## src/core/lpm_cfg.svh

```systemverilog
`ifndef LPM_CFG_SVH
`define LPM_CFG_SVH
// Wake sources of stop mode: I/O lines plus the supply detector
`define LPM_EXT_LINES 16
// Cycles the standby reset pulse is held
`define LPM_STANDBY_RST_CYCLES 4
// Low-power run clock ceiling and the system clock rate
`define LPM_LP_CLK_MAX_HZ 2000000
`define LPM_SYS_CLK_HZ 20000000
`endif

```

## src/core/lpm_pkg.sv

```systemverilog
package lpm_pkg;
	// Power modes of the controller
	typedef enum logic [2:0] {
		run,
		lp_run,
		sleep,
		lp_sleep,
		stop,
		deep_stop,
		standby
	} power_mode_t;

	// Clock and supply enables driven to the clock tree and regulator
	typedef struct packed {
		logic cpu_clk_en;
		logic core_clks_en;
		logic pll_en;
		logic ext_fast_osc_en;
		logic int_fast_osc_en;
		logic int_slow_osc_en;
		logic ext_slow_osc_en;
		logic reg_low_power;
		logic reg_deep_low_power;
		logic reg_off;
		logic core_supply_on;
		logic sysclk_from_int_fast;
	} power_ctrl_t;

	// Control bits written by software
	typedef struct packed {
		logic low_power_run_bit;
		logic power_down_deepsleep_bit;
		logic low_power_deepsleep_bit;
		logic core_deep_sleep_bit;
	} power_control_one_t;
endpackage

```

## src/core/low_power_mode_controller.sv

```systemverilog
`timescale 1ns/1ps
`include "lpm_cfg.svh"

module low_power_mode_controller #(
	parameter int LINES = `LPM_EXT_LINES
)(
	input wire logic clk_in,
	input wire logic arst_n_in,
	input wire lpm_pkg::power_control_one_t ctrl_in,
	input wire logic wait_for_interrupt_instr_in,
	input wire logic wait_for_event_instr_in,
	input wire logic irq_in,
	input wire logic event_in,
	input wire logic [LINES-1:0] external_event_lines_in,
	input wire logic [LINES-1:0] line_wake_en_in,
	input wire logic supply_voltage_detector_in,
	input wire logic detector_wake_en_in,
	input wire logic wake_pin_in,
	input wire logic rtc_alarm_in,
	input wire logic external_reset_pin_n_in,
	input wire logic independent_watchdog_rst_in,
	output lpm_pkg::power_mode_t mode_out,
	output lpm_pkg::power_ctrl_t power_out,
	output logic retention_lost_out,
	output logic standby_rst_n_out
);
	// ------------------------------------------------------------
	// Wake decoding
	// ------------------------------------------------------------
	lpm_pkg::power_mode_t mode;
	lpm_pkg::power_mode_t next_mode;
	logic wait_req;
	logic sleep_by_event;
	logic wake_pin_d;
	logic stop_wake;
	logic standby_wake;
	logic [2:0] rst_cnt;

	assign wait_req = wait_for_interrupt_instr_in | wait_for_event_instr_in;
	// Any enabled line or the enabled detector ends stop
	assign stop_wake = |(external_event_lines_in & line_wake_en_in)
		| (supply_voltage_detector_in & detector_wake_en_in);
	// Rising edge only: a held-high wake pin must not re-wake
	assign standby_wake = (wake_pin_in & ~wake_pin_d) | rtc_alarm_in
		| ~external_reset_pin_n_in | independent_watchdog_rst_in;

	// Wake pin history for edge detection
	always_ff @(posedge clk_in or negedge arst_n_in)
	begin
		if (!arst_n_in)
			wake_pin_d <= 1'b0;
		else
			wake_pin_d <= wake_pin_in;
	end

	// ------------------------------------------------------------
	// Mode sequencing
	// ------------------------------------------------------------
	always_comb
	begin
		next_mode = mode;
		case (mode)
			lpm_pkg::run:
			begin
				if (ctrl_in.low_power_run_bit)
					next_mode = lpm_pkg::lp_run;
				else if (wait_req && ctrl_in.core_deep_sleep_bit)
				begin
					if (ctrl_in.power_down_deepsleep_bit)
						next_mode = lpm_pkg::standby;
					else if (ctrl_in.low_power_deepsleep_bit)
						next_mode = lpm_pkg::deep_stop;
					else
						next_mode = lpm_pkg::stop;
				end
				else if (wait_req)
					next_mode = lpm_pkg::sleep;
			end
			lpm_pkg::lp_run:
			begin
				if (!ctrl_in.low_power_run_bit)
					next_mode = lpm_pkg::run;
				else if (wait_req)
					next_mode = lpm_pkg::lp_sleep;
			end
			lpm_pkg::sleep:
			begin
				// Event sleep resumes on events, interrupt sleep on any
				if (sleep_by_event ? event_in : (irq_in | event_in))
					next_mode = lpm_pkg::run;
			end
			lpm_pkg::lp_sleep:
			begin
				if (irq_in || event_in)
					next_mode = lpm_pkg::lp_run;
			end
			lpm_pkg::stop, lpm_pkg::deep_stop:
			begin
				if (irq_in || event_in || stop_wake)
					next_mode = lpm_pkg::run;
			end
			lpm_pkg::standby:
			begin
				// Leaves only via the reset pulse below
				if (rst_cnt == 3'(`LPM_STANDBY_RST_CYCLES))
					next_mode = lpm_pkg::run;
			end
			default:
				next_mode = lpm_pkg::run;
		endcase
	end

	// Mode register
	always_ff @(posedge clk_in or negedge arst_n_in)
	begin
		if (!arst_n_in)
			mode <= lpm_pkg::run;
		else
			mode <= next_mode;
	end

	// Remember how sleep was entered
	always_ff @(posedge clk_in or negedge arst_n_in)
	begin
		if (!arst_n_in)
			sleep_by_event <= 1'b0;
		else if (mode == lpm_pkg::run && next_mode == lpm_pkg::sleep)
			sleep_by_event <= wait_for_event_instr_in &
				~wait_for_interrupt_instr_in;
	end

	// ------------------------------------------------------------
	// Standby exit reset
	// ------------------------------------------------------------
	// Counts wake then reset cycles; waking without a reset would run
	// code on lost state, so exit always passes a reset
	always_ff @(posedge clk_in or negedge arst_n_in)
	begin
		if (!arst_n_in)
			rst_cnt <= 3'h0;
		else if (mode != lpm_pkg::standby)
			rst_cnt <= 3'h0;
		else if (rst_cnt != 3'h0 || standby_wake)
			rst_cnt <= rst_cnt + 3'h1;
	end

	always_ff @(posedge clk_in or negedge arst_n_in)
	begin
		if (!arst_n_in)
			standby_rst_n_out <= 1'b1;
		else
			standby_rst_n_out <= !(next_mode == lpm_pkg::standby &&
				(rst_cnt != 3'h0 || standby_wake));
	end

	// Lost flag set on standby entry, cleared when run is left for any mode but standby
	always_ff @(posedge clk_in or negedge arst_n_in)
	begin
		if (!arst_n_in)
			retention_lost_out <= 1'b0;
		else if (next_mode == lpm_pkg::standby)
			retention_lost_out <= 1'b1;
		else if (mode == lpm_pkg::run && next_mode != lpm_pkg::run)
			retention_lost_out <= 1'b0;
	end

	// ------------------------------------------------------------
	// Clock and supply outputs
	// ------------------------------------------------------------
	// Registered from next_mode so outputs track the mode register
	always_ff @(posedge clk_in or negedge arst_n_in)
	begin
		if (!arst_n_in)
		begin
			mode_out <= lpm_pkg::run;
			power_out <= '{1'b1, 1'b1, 1'b1, 1'b1, 1'b1, 1'b1, 1'b1,
				1'b0, 1'b0, 1'b0, 1'b1, 1'b1};
		end
		else
		begin
			mode_out <= next_mode;
			power_out.cpu_clk_en <= next_mode inside
				{lpm_pkg::run, lpm_pkg::lp_run};
			power_out.core_clks_en <= !(next_mode inside {lpm_pkg::stop,
				lpm_pkg::deep_stop, lpm_pkg::standby});
			// PLL and fast external off outside run and sleep
			power_out.pll_en <= next_mode inside
				{lpm_pkg::run, lpm_pkg::sleep};
			power_out.ext_fast_osc_en <= next_mode inside
				{lpm_pkg::run, lpm_pkg::sleep};
			power_out.int_fast_osc_en <= !(next_mode inside
				{lpm_pkg::stop, lpm_pkg::deep_stop, lpm_pkg::standby});
			power_out.int_slow_osc_en <= 1'b1;
			power_out.ext_slow_osc_en <= 1'b1;
			power_out.reg_low_power <= next_mode inside {lpm_pkg::lp_run,
				lpm_pkg::lp_sleep, lpm_pkg::stop};
			power_out.reg_deep_low_power <=
				next_mode == lpm_pkg::deep_stop;
			power_out.reg_off <= next_mode == lpm_pkg::standby;
			power_out.core_supply_on <=
				next_mode != lpm_pkg::standby;
			// After stop only the internal oscillator is ready
			if (mode inside {lpm_pkg::stop, lpm_pkg::deep_stop} &&
				next_mode == lpm_pkg::run)
				power_out.sysclk_from_int_fast <= 1'b1;
			else if (next_mode == lpm_pkg::standby)
				power_out.sysclk_from_int_fast <= 1'b1;
		end
	end

	// ------------------------------------------------------------
	// Checks
	// ------------------------------------------------------------
	a_lp_sleep_entry: assert property (@(posedge clk_in)
		disable iff (!arst_n_in) mode_out == lpm_pkg::lp_sleep |->
		$past(mode_out) inside {lpm_pkg::lp_run, lpm_pkg::lp_sleep})
		else $error("low-power sleep not entered from low-power run");
	a_lp_sleep_return: assert property (@(posedge clk_in)
		disable iff (!arst_n_in) mode_out == lpm_pkg::lp_sleep &&
		irq_in |=> mode_out == lpm_pkg::lp_run)
		else $error("low-power sleep did not return to low-power run");
	a_lp_run_osc: assert property (@(posedge clk_in)
		disable iff (!arst_n_in) mode_out == lpm_pkg::lp_run |->
		!power_out.pll_en && !power_out.ext_fast_osc_en &&
		power_out.int_fast_osc_en)
		else $error("oscillators wrong in low-power run");
	a_lp_run_exit: assert property (@(posedge clk_in)
		disable iff (!arst_n_in) mode_out == lpm_pkg::lp_run &&
		!ctrl_in.low_power_run_bit |=> mode_out == lpm_pkg::run)
		else $error("low-power run did not exit");
	a_sleep_clocks: assert property (@(posedge clk_in)
		disable iff (!arst_n_in) mode_out == lpm_pkg::sleep |->
		!power_out.cpu_clk_en && power_out.core_clks_en &&
		power_out.pll_en)
		else $error("sleep gated more than the cpu clock");
	a_sleep_wake: assert property (@(posedge clk_in)
		disable iff (!arst_n_in) mode_out == lpm_pkg::sleep && event_in
		|=> mode_out == lpm_pkg::run)
		else $error("sleep missed wake event");
	a_stop_entry: assert property (@(posedge clk_in)
		disable iff (!arst_n_in) mode_out == lpm_pkg::run &&
		!ctrl_in.low_power_run_bit && wait_req &&
		ctrl_in.core_deep_sleep_bit && !ctrl_in.power_down_deepsleep_bit
		&& !ctrl_in.low_power_deepsleep_bit |=>
		mode_out == lpm_pkg::stop && power_out.reg_low_power)
		else $error("stop not entered");
	a_stop_osc_off: assert property (@(posedge clk_in)
		disable iff (!arst_n_in) mode_out == lpm_pkg::stop |->
		!power_out.int_fast_osc_en && !power_out.ext_fast_osc_en &&
		!power_out.core_clks_en)
		else $error("stop left a fast clock running");
	a_stop_line_wake: assert property (@(posedge clk_in)
		disable iff (!arst_n_in) mode_out inside {lpm_pkg::stop,
		lpm_pkg::deep_stop} && stop_wake |=> mode_out == lpm_pkg::run
		&& power_out.sysclk_from_int_fast)
		else $error("stop ignored wake line");
	a_deep_stop_reg: assert property (@(posedge clk_in)
		disable iff (!arst_n_in) mode_out == lpm_pkg::deep_stop |->
		power_out.reg_deep_low_power && !power_out.reg_low_power)
		else $error("deep stop regulator wrong");
	a_standby_power: assert property (@(posedge clk_in)
		disable iff (!arst_n_in) mode_out == lpm_pkg::standby |->
		power_out.reg_off && !power_out.core_supply_on &&
		!power_out.pll_en && retention_lost_out)
		else $error("standby supply not cut");
	a_standby_exit: assert property (@(posedge clk_in)
		disable iff (!arst_n_in) mode_out == lpm_pkg::standby &&
		rtc_alarm_in |=> !standby_rst_n_out ##[1:6]
		mode_out == lpm_pkg::run)
		else $error("standby exit without reset");

	c_lp_sleep: cover property (@(posedge clk_in)
		mode_out == lpm_pkg::lp_sleep ##1 mode_out == lpm_pkg::lp_run);
	c_stop_wake: cover property (@(posedge clk_in)
		mode_out == lpm_pkg::stop ##1 mode_out == lpm_pkg::run);
	c_deep_stop: cover property (@(posedge clk_in)
		mode_out == lpm_pkg::deep_stop);
	c_standby_exit: cover property (@(posedge clk_in)
		mode_out == lpm_pkg::standby ##1 mode_out == lpm_pkg::run);
endmodule

```

## config.mk

```make
export PLATFORM = sky130hd
export DESIGN_NAME = low_power_mode_controller
export DESIGN_NICKNAME = d
export VERILOG_FILES = /design/src/core/lpm_pkg.sv /design/src/core/low_power_mode_controller.sv
export VERILOG_INCLUDE_DIRS = /design/src /design/src/core
export SDC_FILE = /design/constraint.sdc
export NUM_CORES = 1
export LEC_CHECK = 0
export BUFFER_PORTS_ARGS = -buffer_cell sky130_fd_sc_hd__buf_2
export CAP_MARGIN = 20
export CORE_UTILIZATION = 41
export DETAILED_ROUTE_END_ITERATION = 6
export PLACE_DENSITY = 0.78
export SYNTH_ARGS = -nofsm -noshare
export SYNTH_HDL_FRONTEND = slang
export SYNTH_SLANG_ARGS = --single-unit
```

## constraint.sdc

```tcl
create_clock -name clk_in -period 2.1 [get_ports clk_in]
set_input_delay 0.21 -clock clk_in [delete_from_list [all_inputs] [get_ports clk_in]]
set_output_delay 0.21 -clock clk_in [all_outputs]
set_load 0.02 [all_outputs]
```

=== Yosys cells after proc, flatten, opt, wreduce, memory -nomap -nowiden ===
Cells that the tools add are included.

* Output and inout port bits: 17
* Logic and storage cells: 86
* Bits of input ports: 48
* Register bits after elaboration: 18

* Add/subtract/negate cells: 1
* Bitwise logic cells: 13
* Reductions and logical operators: 24
* Equal/unequal tests: 15
* Mux-type cells: 19

{| class="wikitable"
|+ Operator list
! operator !! count
|-
| 2-to-1 mux 3 bit || 11
|-
| == test 3 bit, second input constant || 7
|-
| one-hot mux 3 bit (6 select lines) || 1
|-
| AND 16 bit || 1
|-
| OR reduction 16 bit || 1
|-
| == test 3 x 2 -> 1 bit, second input constant || 4
|-
| nonzero test 2 bit || 6
|-
| nonzero test 3 bit || 4
|-
| == test 3 x 1 -> 1 bit, second input constant || 2
|-
| logical NOT 3 bit || 2
|-
| 2-to-1 mux 1 bit || 6
|-
| != test 3 bit, second input constant || 2
|-
| OR 1 bit || 6
|-
| logical AND 1 bit || 5
|-
| adder 3 x 1 -> 3 bit, second input constant || 1
|-
| AND 1 bit || 3
|-
| logical OR 1 bit || 3
|-
| NOT 1 bit || 3
|-
| logical NOT 1 bit || 2
|-
| 2-to-1 mux 2 bit || 1
|-
| OR reduction 2 bit || 1
|}

=== Logic depth before layout (Yosys ltp) ===
Gate-level depths: netlist of run 1.

* Word-level depth: 10
* Mapped depth: 7
* Depth with buffers taken out: 7

=== Worst setup path before layout of run 1 ===
No wires, ideal clock.

* Path type: register to register
* Start: register mode_out[0] (netlist name)
* End: register sleep_by_event
* Path slack: 0.289 ns
* Arrival time: 1.684 ns
* Path buffers: 1
* Clock period less this slack: 1.811 ns
* Cell stages (with the launch flop): 7
* Cells stage by stage: dfrtp_1 > buf_6 > nand2b_1 > a2111oi_2 > a211o_4 > nand3_1 > mux2_1

{| class="wikitable"
|+ RTL lines
! what !! RTL line !! text
|-
| end signal, assigned || low_power_mode_controller.sv:128 || <nowiki>sleep_by_event <= wait_for_event_instr_in &</nowiki>
|-
| end, declared || low_power_mode_controller.sv:33 || <nowiki>logic sleep_by_event;</nowiki>
|}

==> run metrics, run 1 <==
Syn Inst Count=92; Fillers=208; number of remaining DRC errors=0; GR Overflow Total=0; Initial DRC Count=15; setup_tns=0 ns; DRT antenna net count=0; CTS tree=done; Die H=51.26 µm; nets@finish=about 200; Hold EP=wake_pin_d; Internal Power=0.0007266 W; Worst-Skew Late Latency=~0.29 ns; Place WS=0.2737 ns; Clock Path Buffers=2; maximum clock rate=~0.55 GHz; Clk pwr share=14.1%; Crit. End Element=flip-flop; CP Class=reg2reg; EDFF count, synth=0; Setup WS post-layout=0.2739 ns; Worst EP arrival=1.99 ns; hold path start=wake_pin_in; RSZ-0062 raised after global routing=no; largest net degree at the start of global routing=18; Leak=0.6738 nW; max-cap violation count=0; row count=17; Die X=51.26 µm; wire per inst=roughly 12 µm; status=finished clean; Comb pwr share=44.4%; CP Max Fanout=10; Inserted Diodes=0; Reg2Reg Depth=5; vias per cell=5.011; Hold Violations, Final=0; DR vias=907; Seq/Total Area, Yosys=a little over two fifths; Slew Limit Fails=0; global router's overall resource usage=18.62%; final setup fails=0; Reg power frac=41.6%; number of buffers created by CTS=3; initial antenna violation count=0; flop-to-flop setup slack=0.27 ns; first-pass GRT wire length=3.553 mm; Period Utilization, post-route=around 87%; Initial Util=between 40% and 50%; Cell Area, Synth=994.7 µm²; H-tree levels=1; Clock Sinks=17; I/O pin total=65; number of global-route vias before repair=between 800 and 900; count of warnings emitted by yosys=0; Async S/R FF share, synth=100.0%; I/O Buffers=61; library cells used by synthesis=between 40 and 50; post-DP HPWL=1.833 mm; PwrDens=911.8 nW/µm²; WL final=2.161 mm; flops & latches, synth=17; gpl congestion=about 0.76; layout cell share with drive strength beyond 1=a little over half; Root Buffer Master=clkbuf_4; Worst EP required=2.26 ns; Pre-antenna DRT Iters=4; share of the synthesized area in the top cell type=30.19%; core area=between 2000 and 2500 µm²; min-delay worst type=in2reg; Switching Power=0.0004804 W; die outline area=2627 µm²; top post-synthesis cells by area=dfrtp_1 30%, dfstp_2 13%, a22oi_1 5.3%; Mapped Avg Cell Area=10.81 µm²; Post-Route Skew=0.003103 ns; Sw Share=between 30% and 40%; Area growth syn-to-layout=33.08%; Worst VDD drop=0.0004875 V; Hold Crit Depth=1; post-synth top area cell=dfrtp_1; reg-to-reg endpoint=retention_lost_out; R2R Path Start=mode_out[2]; Clk pin slew, worst setup/hold paths=0.09 ns; Tmin final=between 1.5 and 2 ns; Worst setup SP type=flip-flop; Main synth FF type=dfrtp_1
[synthesized netlist by cell type (all sizes together) (2+ instances only)]
cell	number
nand2b	3
nor4b	2
dfrtp	12
nand2	3
xnor2	2
nor2	7
dfstp	5
a2111oi	2
o31ai	2
nand3	2
buf	7
ha	2
a21oi	3
a22oi	7
inv	9
nor2b	2
or3	2
[area by class of cell]
type | instances | area (µm²) | share of cell area, %
clock inverters | 1 | 5.005 | 0.3781
multi-input cells | 61 | 480.5 | 36.29
well taps | 28 | 35.03 | 2.647
flip-flops and latches | 17 | 431.7 | 32.61
repair buffers | 62 | 315.3 | 23.82
clock buffers | 3 | 22.52 | 1.701
inverters | 9 | 33.78 | 2.552
[power groups by stage]
stage               clock (W)  combinational, W  sequential, W
CTS                  0.000178          0.000544       0.000500
finish               0.000170          0.000536       0.000502
floorplan                   0          0.000346       0.000561
detailed placement          0          0.000541       0.000507
global route         0.000198          0.000580       0.000513
global placement            0          0.000530       0.000499
[state kept, by name, indices dropped and copies added, names as in the netlist]
signal and flops:
rst_cnt 3, sleep_by_event 1, power_out 7, retention_lost_out 1, wake_pin_d 1, mode_out 3
standby_rst_n_out 1
[cell usage in the layout (no fill, tap or decap), drive strengths merged, types with 2 or more instances in the layout]
| cell | instances |
|---|---|
| clkbuf | 3 |
| ha | 2 |
| nand3 | 2 |
| o31ai | 2 |
| a21oi | 3 |
| nand2b | 3 |
| xnor2 | 2 |
| nor4b | 2 |
| dfstp | 5 |
| a22oi | 7 |
| buf | 61 |
| inv | 9 |
| or3 | 2 |
| conb | 3 |
| nor2 | 7 |
| nor2b | 2 |
| a2111oi | 2 |
| dfrtp | 12 |
| nand2 | 3 |
[metal layers]
metal	vias to the layer above	global-route usage, %	wire length [µm]
met5	-	0	0
met4	0	8.108	14
met3	2	3.274	180
met2	54	37.28	1190
met1	402	18.18	777
li1	449	-	-
[critical path, cell delays in order (launching register included)]
cell and delay [ns]:
dfrtp_1 0.53, nor4b_2 0.25, nand4_1 0.16, nor4_4 0.44, a21bo_4 0.22, o311ai_2 0.10
[repair_timing]
item	in CTS	in global routing
hold endpoints to repair	12	0
hold buffers	1	0
gates resized for setup	0	0
buffers inserted	0	0
[worst max-delay path by stage]
stage / cells past startpoint / startpoint / slack [ns] / endpoint
after floorplan: 6 / mode_out[0] / 0.29 / sleep_by_event
after global placement: 5 / mode_out[1] / 0.34 / power_out[4]
after detailed placement: 5 / mode_out[2] / 0.27 / retention_lost_out
after CTS: 5 / mode_out[2] / 0.26 / retention_lost_out
after global routing: 5 / mode_out[2] / 0.12 / power_out[4]
final: 5 / mode_out[2] / 0.27 / retention_lost_out
[stage by stage]
step	cells	power, W	hold WS (ns)	util, %	instance area (µm²)
detailed placement	176	0.001047	0.1514	57.05	1286
CTS	181	0.001223	0.04314	58.71	1324
global route	181	0.001291	0.02556	58.71	1324
global placement	176	0.001028	0.1428	57.05	1286
finish	181	0.001207	0.05119	58.71	1324
floorplan	94	0.0009073	-0.08559	-	1002
[cell families after synthesis]
group,count (synthesis),synth area share [%]
buf+inv,16,9.056
other cells,1,0.3770
flops,17,43.40
xor+xnor,2,1.761
compound gates,23,21.89
fa+ha+maj,2,2.515
mux,1,1.132
simple gates,30,19.88
No activity file was read; power rests on OpenSTA's default activity.
==> run 2, diff against run 1 <==
CORE_MARGIN = 10   (was unset)
==> run 2 against run 1 <==
Global-route usage shrank 8.1 points. Count of clock-buffer cells in the layout unchanged. Largest cell class unchanged. Sequential power hardly changed. Final cell count did not move. Critical path depth unchanged. Worst hold slack worse by 0.0056 ns. Utilization unchanged. Worst setup slack lost 0.015 ns. Non-clock buffer count is the same. Sequential share of layout area did not move. Wire length is 23% higher.
==> run metrics, run 2 (same netlist as run 1, synthesis figures left out) <==
setup repair bufs after CTS=0; most frequent cells in the layout=61 x buf_2, 12 x dfrtp_1, 9 x inv_1, 7 x a22oi_1, 6 x nor2_1; Slew Limit Fails=0; Largest register FFs=7; Crit. End Element=flip-flop; Die H=69.26 µm; setup_tns=0 ns; biggest regs=power_out x7, mode_out x3, rst_cnt x3; Initial Util=between 40% and 50%; flop-to-flop setup slack=0.26 ns; Initial DRC Count=27; row count=17; hold path start=wake_pin_in; Tmin final=about 1.8 ns; largest net degree at the start of global routing=18; Die X=around 70 µm; gpl congestion=0.7070; Hold Violations, Final=0; register area=between 400 and 500 µm²; CTS tree=done; max-cap violation count=0; CP Max Fanout=10; layout cell share with drive strength beyond 1=53.59%; Worst setup SP type=flip-flop; core area=2255 µm²; Area growth syn-to-layout=33.08%; Clk pin slew, worst setup/hold paths=0.10 ns; CP Class=reg2reg; DR vias=911; multi-input logic area=480.5 µm²; status=finished clean; Leak=slightly below 0.7 nW; first-pass GRT wire length=4.457 mm; Hold EP=wake_pin_d; Final Cell Area=1324 µm²; Fillers=220; Largest Register=power_out; wire per inst=14.65 µm; global router's overall resource usage=between 10% and 20%; die outline area=4796 µm²; most common cell after layout, fill and taps aside=buf_2; Pre-antenna DRT Iters=4; Worst EP arrival=1.99 ns; number of buffers created by CTS=3; vias per cell=5.033; Post-DP Area=between 1000 and 1500 µm²; initial antenna violation count=0; Worst VDD drop=0.0005490 V; WL final=2.652 mm; Worst EP required=2.25 ns; Clock Path Buffers=2; Worst-Skew Late Latency=0.28 ns; I/O pin total=65; post-route non-filler standard cell count=181; Root Buffer Master=clkbuf_4; I/O Buffers=between 60 and 70; PwrDens=912.1 nW/µm²; Reg2Reg Depth=5; placed cell count=176; Post-Route Skew=0.007733 ns; RSZ-0062 raised after global routing=no; Inserted Diodes=0; Hold Crit Depth=1; Clock Sinks=17; post-DP HPWL=2.333 mm; maximum clock rate=0.5432 GHz; number of remaining DRC errors=0; min-delay worst type=in2reg; final setup fails=0; DRT antenna net count=0; H-tree levels=1; number of global-route vias before repair=1070; R2R Path Start=mode_out[2]; nets@finish=204; reg-to-reg endpoint=retention_lost_out; GR Overflow Total=0; Period Utilization, post-route=87.67%
==> run 2: cell counts in the layout (fill, tap and decap cells not counted) <==
Identical to the previous run, type by type.
==> run 2: metal layers <==
| layer | routed length (µm) | share of wire, % | global-route usage [%] |
|---|---|---|---|
| met5 | 0 | 0 | 0 |
| met3 | 310 | 12 | 4.993 |
| met1 | 1129 | 43 | 11.43 |
| met4 | 20 | 0.75 | 3.326 |
| met2 | 1192 | 45 | 17.64 |
==> run 2: worst max-delay path, stage by stage (launching register included) <==
cell	delay, ns
dfrtp_1	0.53
nor4b_2	0.25
nand4_1	0.17
nor4_4	0.44
a21bo_4	0.22
o311ai_2	0.10
==> run 2: layout make-up <==
type	instances	share of cell area (%)
clock inverters	1	0.3781
inverters	9	2.552
clock buffers	3	1.701
well taps	28	2.647
flip-flops and latches	17	32.61
multi-input cells	61	36.29
repair buffers	62	23.82
==> run 2: how the worst max path moves through the flow <==
stage / from / to / slack [ns] / cells past startpoint
2_1_floorplan: mode_out[0] / sleep_by_event / 0.29 / 6
3_3_place_gp: mode_out[1] / power_out[4] / 0.33 / 5
3_5_place_dp: mode_out[2] / power_out[4] / 0.24 / 5
4_1_cts: mode_out[2] / power_out[4] / 0.23 / 5
5_1_grt: mode_out[2] / power_out[4] / 0.05 / 5
6_report: mode_out[2] / retention_lost_out / 0.26 / 5
==> run 2: report_power, final <==
part	leakage, nW	total [W]	internal, W	switching (W)
Sequential	0.210	0.000500	0.000421	0.0000790
Combinational	0.446	0.000540	0.000235	0.000305
Clock	0.0177	0.000167	0.0000706	0.0000964
==> run 2: through the flow <==
stage	power (W)	utilization [%]	setup slack [ns]	hold slack, ns
after detailed placement	0.001052	57.05	0.2399	0.1439
after global routing	0.001298	58.71	0.05167	0.02829
after global placement	0.001035	57.05	0.3300	0.1422
final	0.001207	58.71	0.2589	0.04558
after floorplan	0.0009073	-	0.2891	-0.08559
after CTS	0.001222	58.71	0.2299	0.03896
==> run 2: what timing repair did <==
action	CTS	global route
gates resized for setup	0	0
hold buffers	1	0
endpoints found under the setup margin	0	0
hold endpoints to repair	12	0
==> run 3, diff against run 2 <==
RECOVER_POWER = 50   (was unset)
==> run 3 against run 2 <==
Maximum frequency is essentially flat. Count of clock-buffer cells in the layout is the same. Via count shrank 0.88%. Critical path type unchanged. Critical endpoint unchanged. Largest cell class unchanged. Highest routed layer unchanged.
==> run metrics, run 3 (same netlist as run 1, synthesis figures left out) <==
status=finished clean; layout cell share with drive strength beyond 1=48.37%; I/O Buffers=61; die outline area=roughly 4800 µm²; PwrDens=913.5 nW/µm²; Clk pin slew, worst setup/hold paths=approximately 0.1 ns; Hold Crit Depth=1; Comb pwr share=44.4%; max-cap violation count=0; met2 usage=17.64%; M1 GR Usage=11.43%; core area=about 2300 µm²; vias per cell=4.989; Worst EP arrival=1.99 ns; slew margin rel.=between 40% and 50%; Pre-antenna DRT Iters=4; largest net degree at the start of global routing=18; Worst EP required=~2.3 ns; worst path bufs/invs=0; Switching Power=0.0004801 W; GR peak layer=met2; nets@finish=between 200 and 250; Area growth syn-to-layout=32.08%; post-CTS resize count=0; DR vias=approximately 900; Die H=roughly 69 µm; Die X=69.26 µm; Reg power frac=41.7%; Hold EP=wake_pin_d; most frequent cells in the layout=53 x buf_2, 12 x dfrtp_1, 9 x inv_1, 8 x clkbuf_1, 7 x a22oi_1; maximum clock rate=0.5437 GHz; Crit. End Element=flip-flop; CP Class=reg2reg; number of remaining DRC errors=0; Clock Path Buffers=2; Internal Power=0.0007199 W; initial antenna violation count=0; Worst setup SP type=flip-flop; hold path start=wake_pin_in; setup repair bufs after CTS=0; WL final=2.657 mm; Inserted Diodes=0; first-pass GRT wire length=4.457 mm; Initial Util=44.12%; wire per inst=14.68 µm; Clk pwr share=13.9%; gpl congestion=0.7070; Worst-Skew Late Latency=around 0.28 ns; number of buffers created by CTS=3; largest stage delay on the critical path=0.53 ns; row count=17; Clock Sinks=17; Sw Share=40.01%; global router's overall resource usage=10.55%; Worst VDD drop=0.0005419 V; post-DP HPWL=2.333 mm; Post-Route Skew=approximately 0.0074 ns; flop-to-flop setup slack=between 0.2 and 0.3 ns; # hold bufs at CTS=1; Slew Limit Fails=0; Fillers=222; Top delay family on crit path=simple AND/OR/NAND/NOR gates; CP Cell Sequence=nor4b_2 > nand4_1 > nor4_4 > a21bo_4 > o311ai_2; Period Utilization, post-route=87.59%; CP max-delay cell=dfrtp_1; Root Buffer Master=clkbuf_4; RSZ-0062 raised after global routing=no; number of global-route vias before repair=1070; I/O pin total=65; setup_tns=0 ns; final setup fails=0; H-tree levels=1; biggest regs=power_out x7, mode_out x3, rst_cnt x3; Leak=0.6509 nW; Initial DRC Count=27; most common cell after layout, fill and taps aside=buf_2; Reg2Reg Depth=5; CTS tree=done; met3 Use GR=~5%; CP Max Fanout=10; Tmin final=1.839 ns; reg-to-reg endpoint=retention_lost_out; post-route non-filler standard cell count=181; Largest Register=power_out; GR Overflow Total=0; DRT antenna net count=0; Worst-Margin Slew=0.8652 ns; Largest register FFs=7; R2R Path Start=mode_out[2]; Hold Violations, Final=0; placed cell count=176; min-delay worst type=in2reg
[run 3: changes by cell type in the layout (fill, tap and decap cells not counted)]
| cell | change |
|---|---|
| buf_2 | -8 |
| clkbuf_1 | +8 |
[run 3: how the worst max path moves through the flow]
stage / endpoint / cells after the start / from
2_1_floorplan: sleep_by_event / 6 / mode_out[0]
3_3_place_gp: power_out[4] / 5 / mode_out[1]
3_5_place_dp: power_out[4] / 5 / mode_out[2]
4_1_cts: power_out[4] / 5 / mode_out[2]
5_1_grt: power_out[4] / 5 / mode_out[2]
6_report: retention_lost_out / 5 / mode_out[2]
[run 3: final cells by class]
| class | count | area [µm²] | area share, % |
|---|---|---|---|
| timing repair buffer | 62 | 305.3 | 23.24 |
| inverter | 9 | 33.78 | 2.571 |
| tap | 28 | 35.03 | 2.667 |
| sequential | 17 | 431.7 | 32.86 |
| multi-input combinational | 61 | 480.5 | 36.57 |
| clock buffer | 3 | 22.52 | 1.714 |
| clock inverter | 1 | 5.005 | 0.3810 |
[run 3: layer usage]
metal	up-vias	wire (µm)	share of wire [%]
met5	-	0	0
met4	0	20	0.75
met3	2	296	11
met2	53	1188	45
met1	399	1151	43
li1	449	-	-
[run 3: worst register-to-register path: cells and delay by family (launching register included)]
kind | cells | cell delay (ns)
flops | 1 | 0.53
compound gates | 2 | 0.32
simple gates | 3 | 0.86
[run 3: stage by stage]
step	setup slack (ns)	hold WS (ns)	util, %	instance area, µm²	power (W)
after global routing	0.05167	0.03526	58.27	1314	0.001292
after CTS	0.2299	0.03896	58.71	1324	0.001222
after floorplan	0.2891	-0.08559	-	1002	0.0009073
after detailed placement	0.2399	0.1439	57.05	1286	0.001052
after global placement	0.3300	0.1422	57.05	1286	0.001035
final	0.2606	0.04864	58.27	1314	0.001200
[run 3: power groups by stage]
stage	registers [W]	logic, W	clock network [W]
finish	0.000500	0.000533	0.000167
global route	0.000515	0.000588	0.000189
CTS	0.000499	0.000549	0.000174
detailed placement	0.000506	0.000546	0
global placement	0.000499	0.000536	0
floorplan	0.000561	0.000346	0
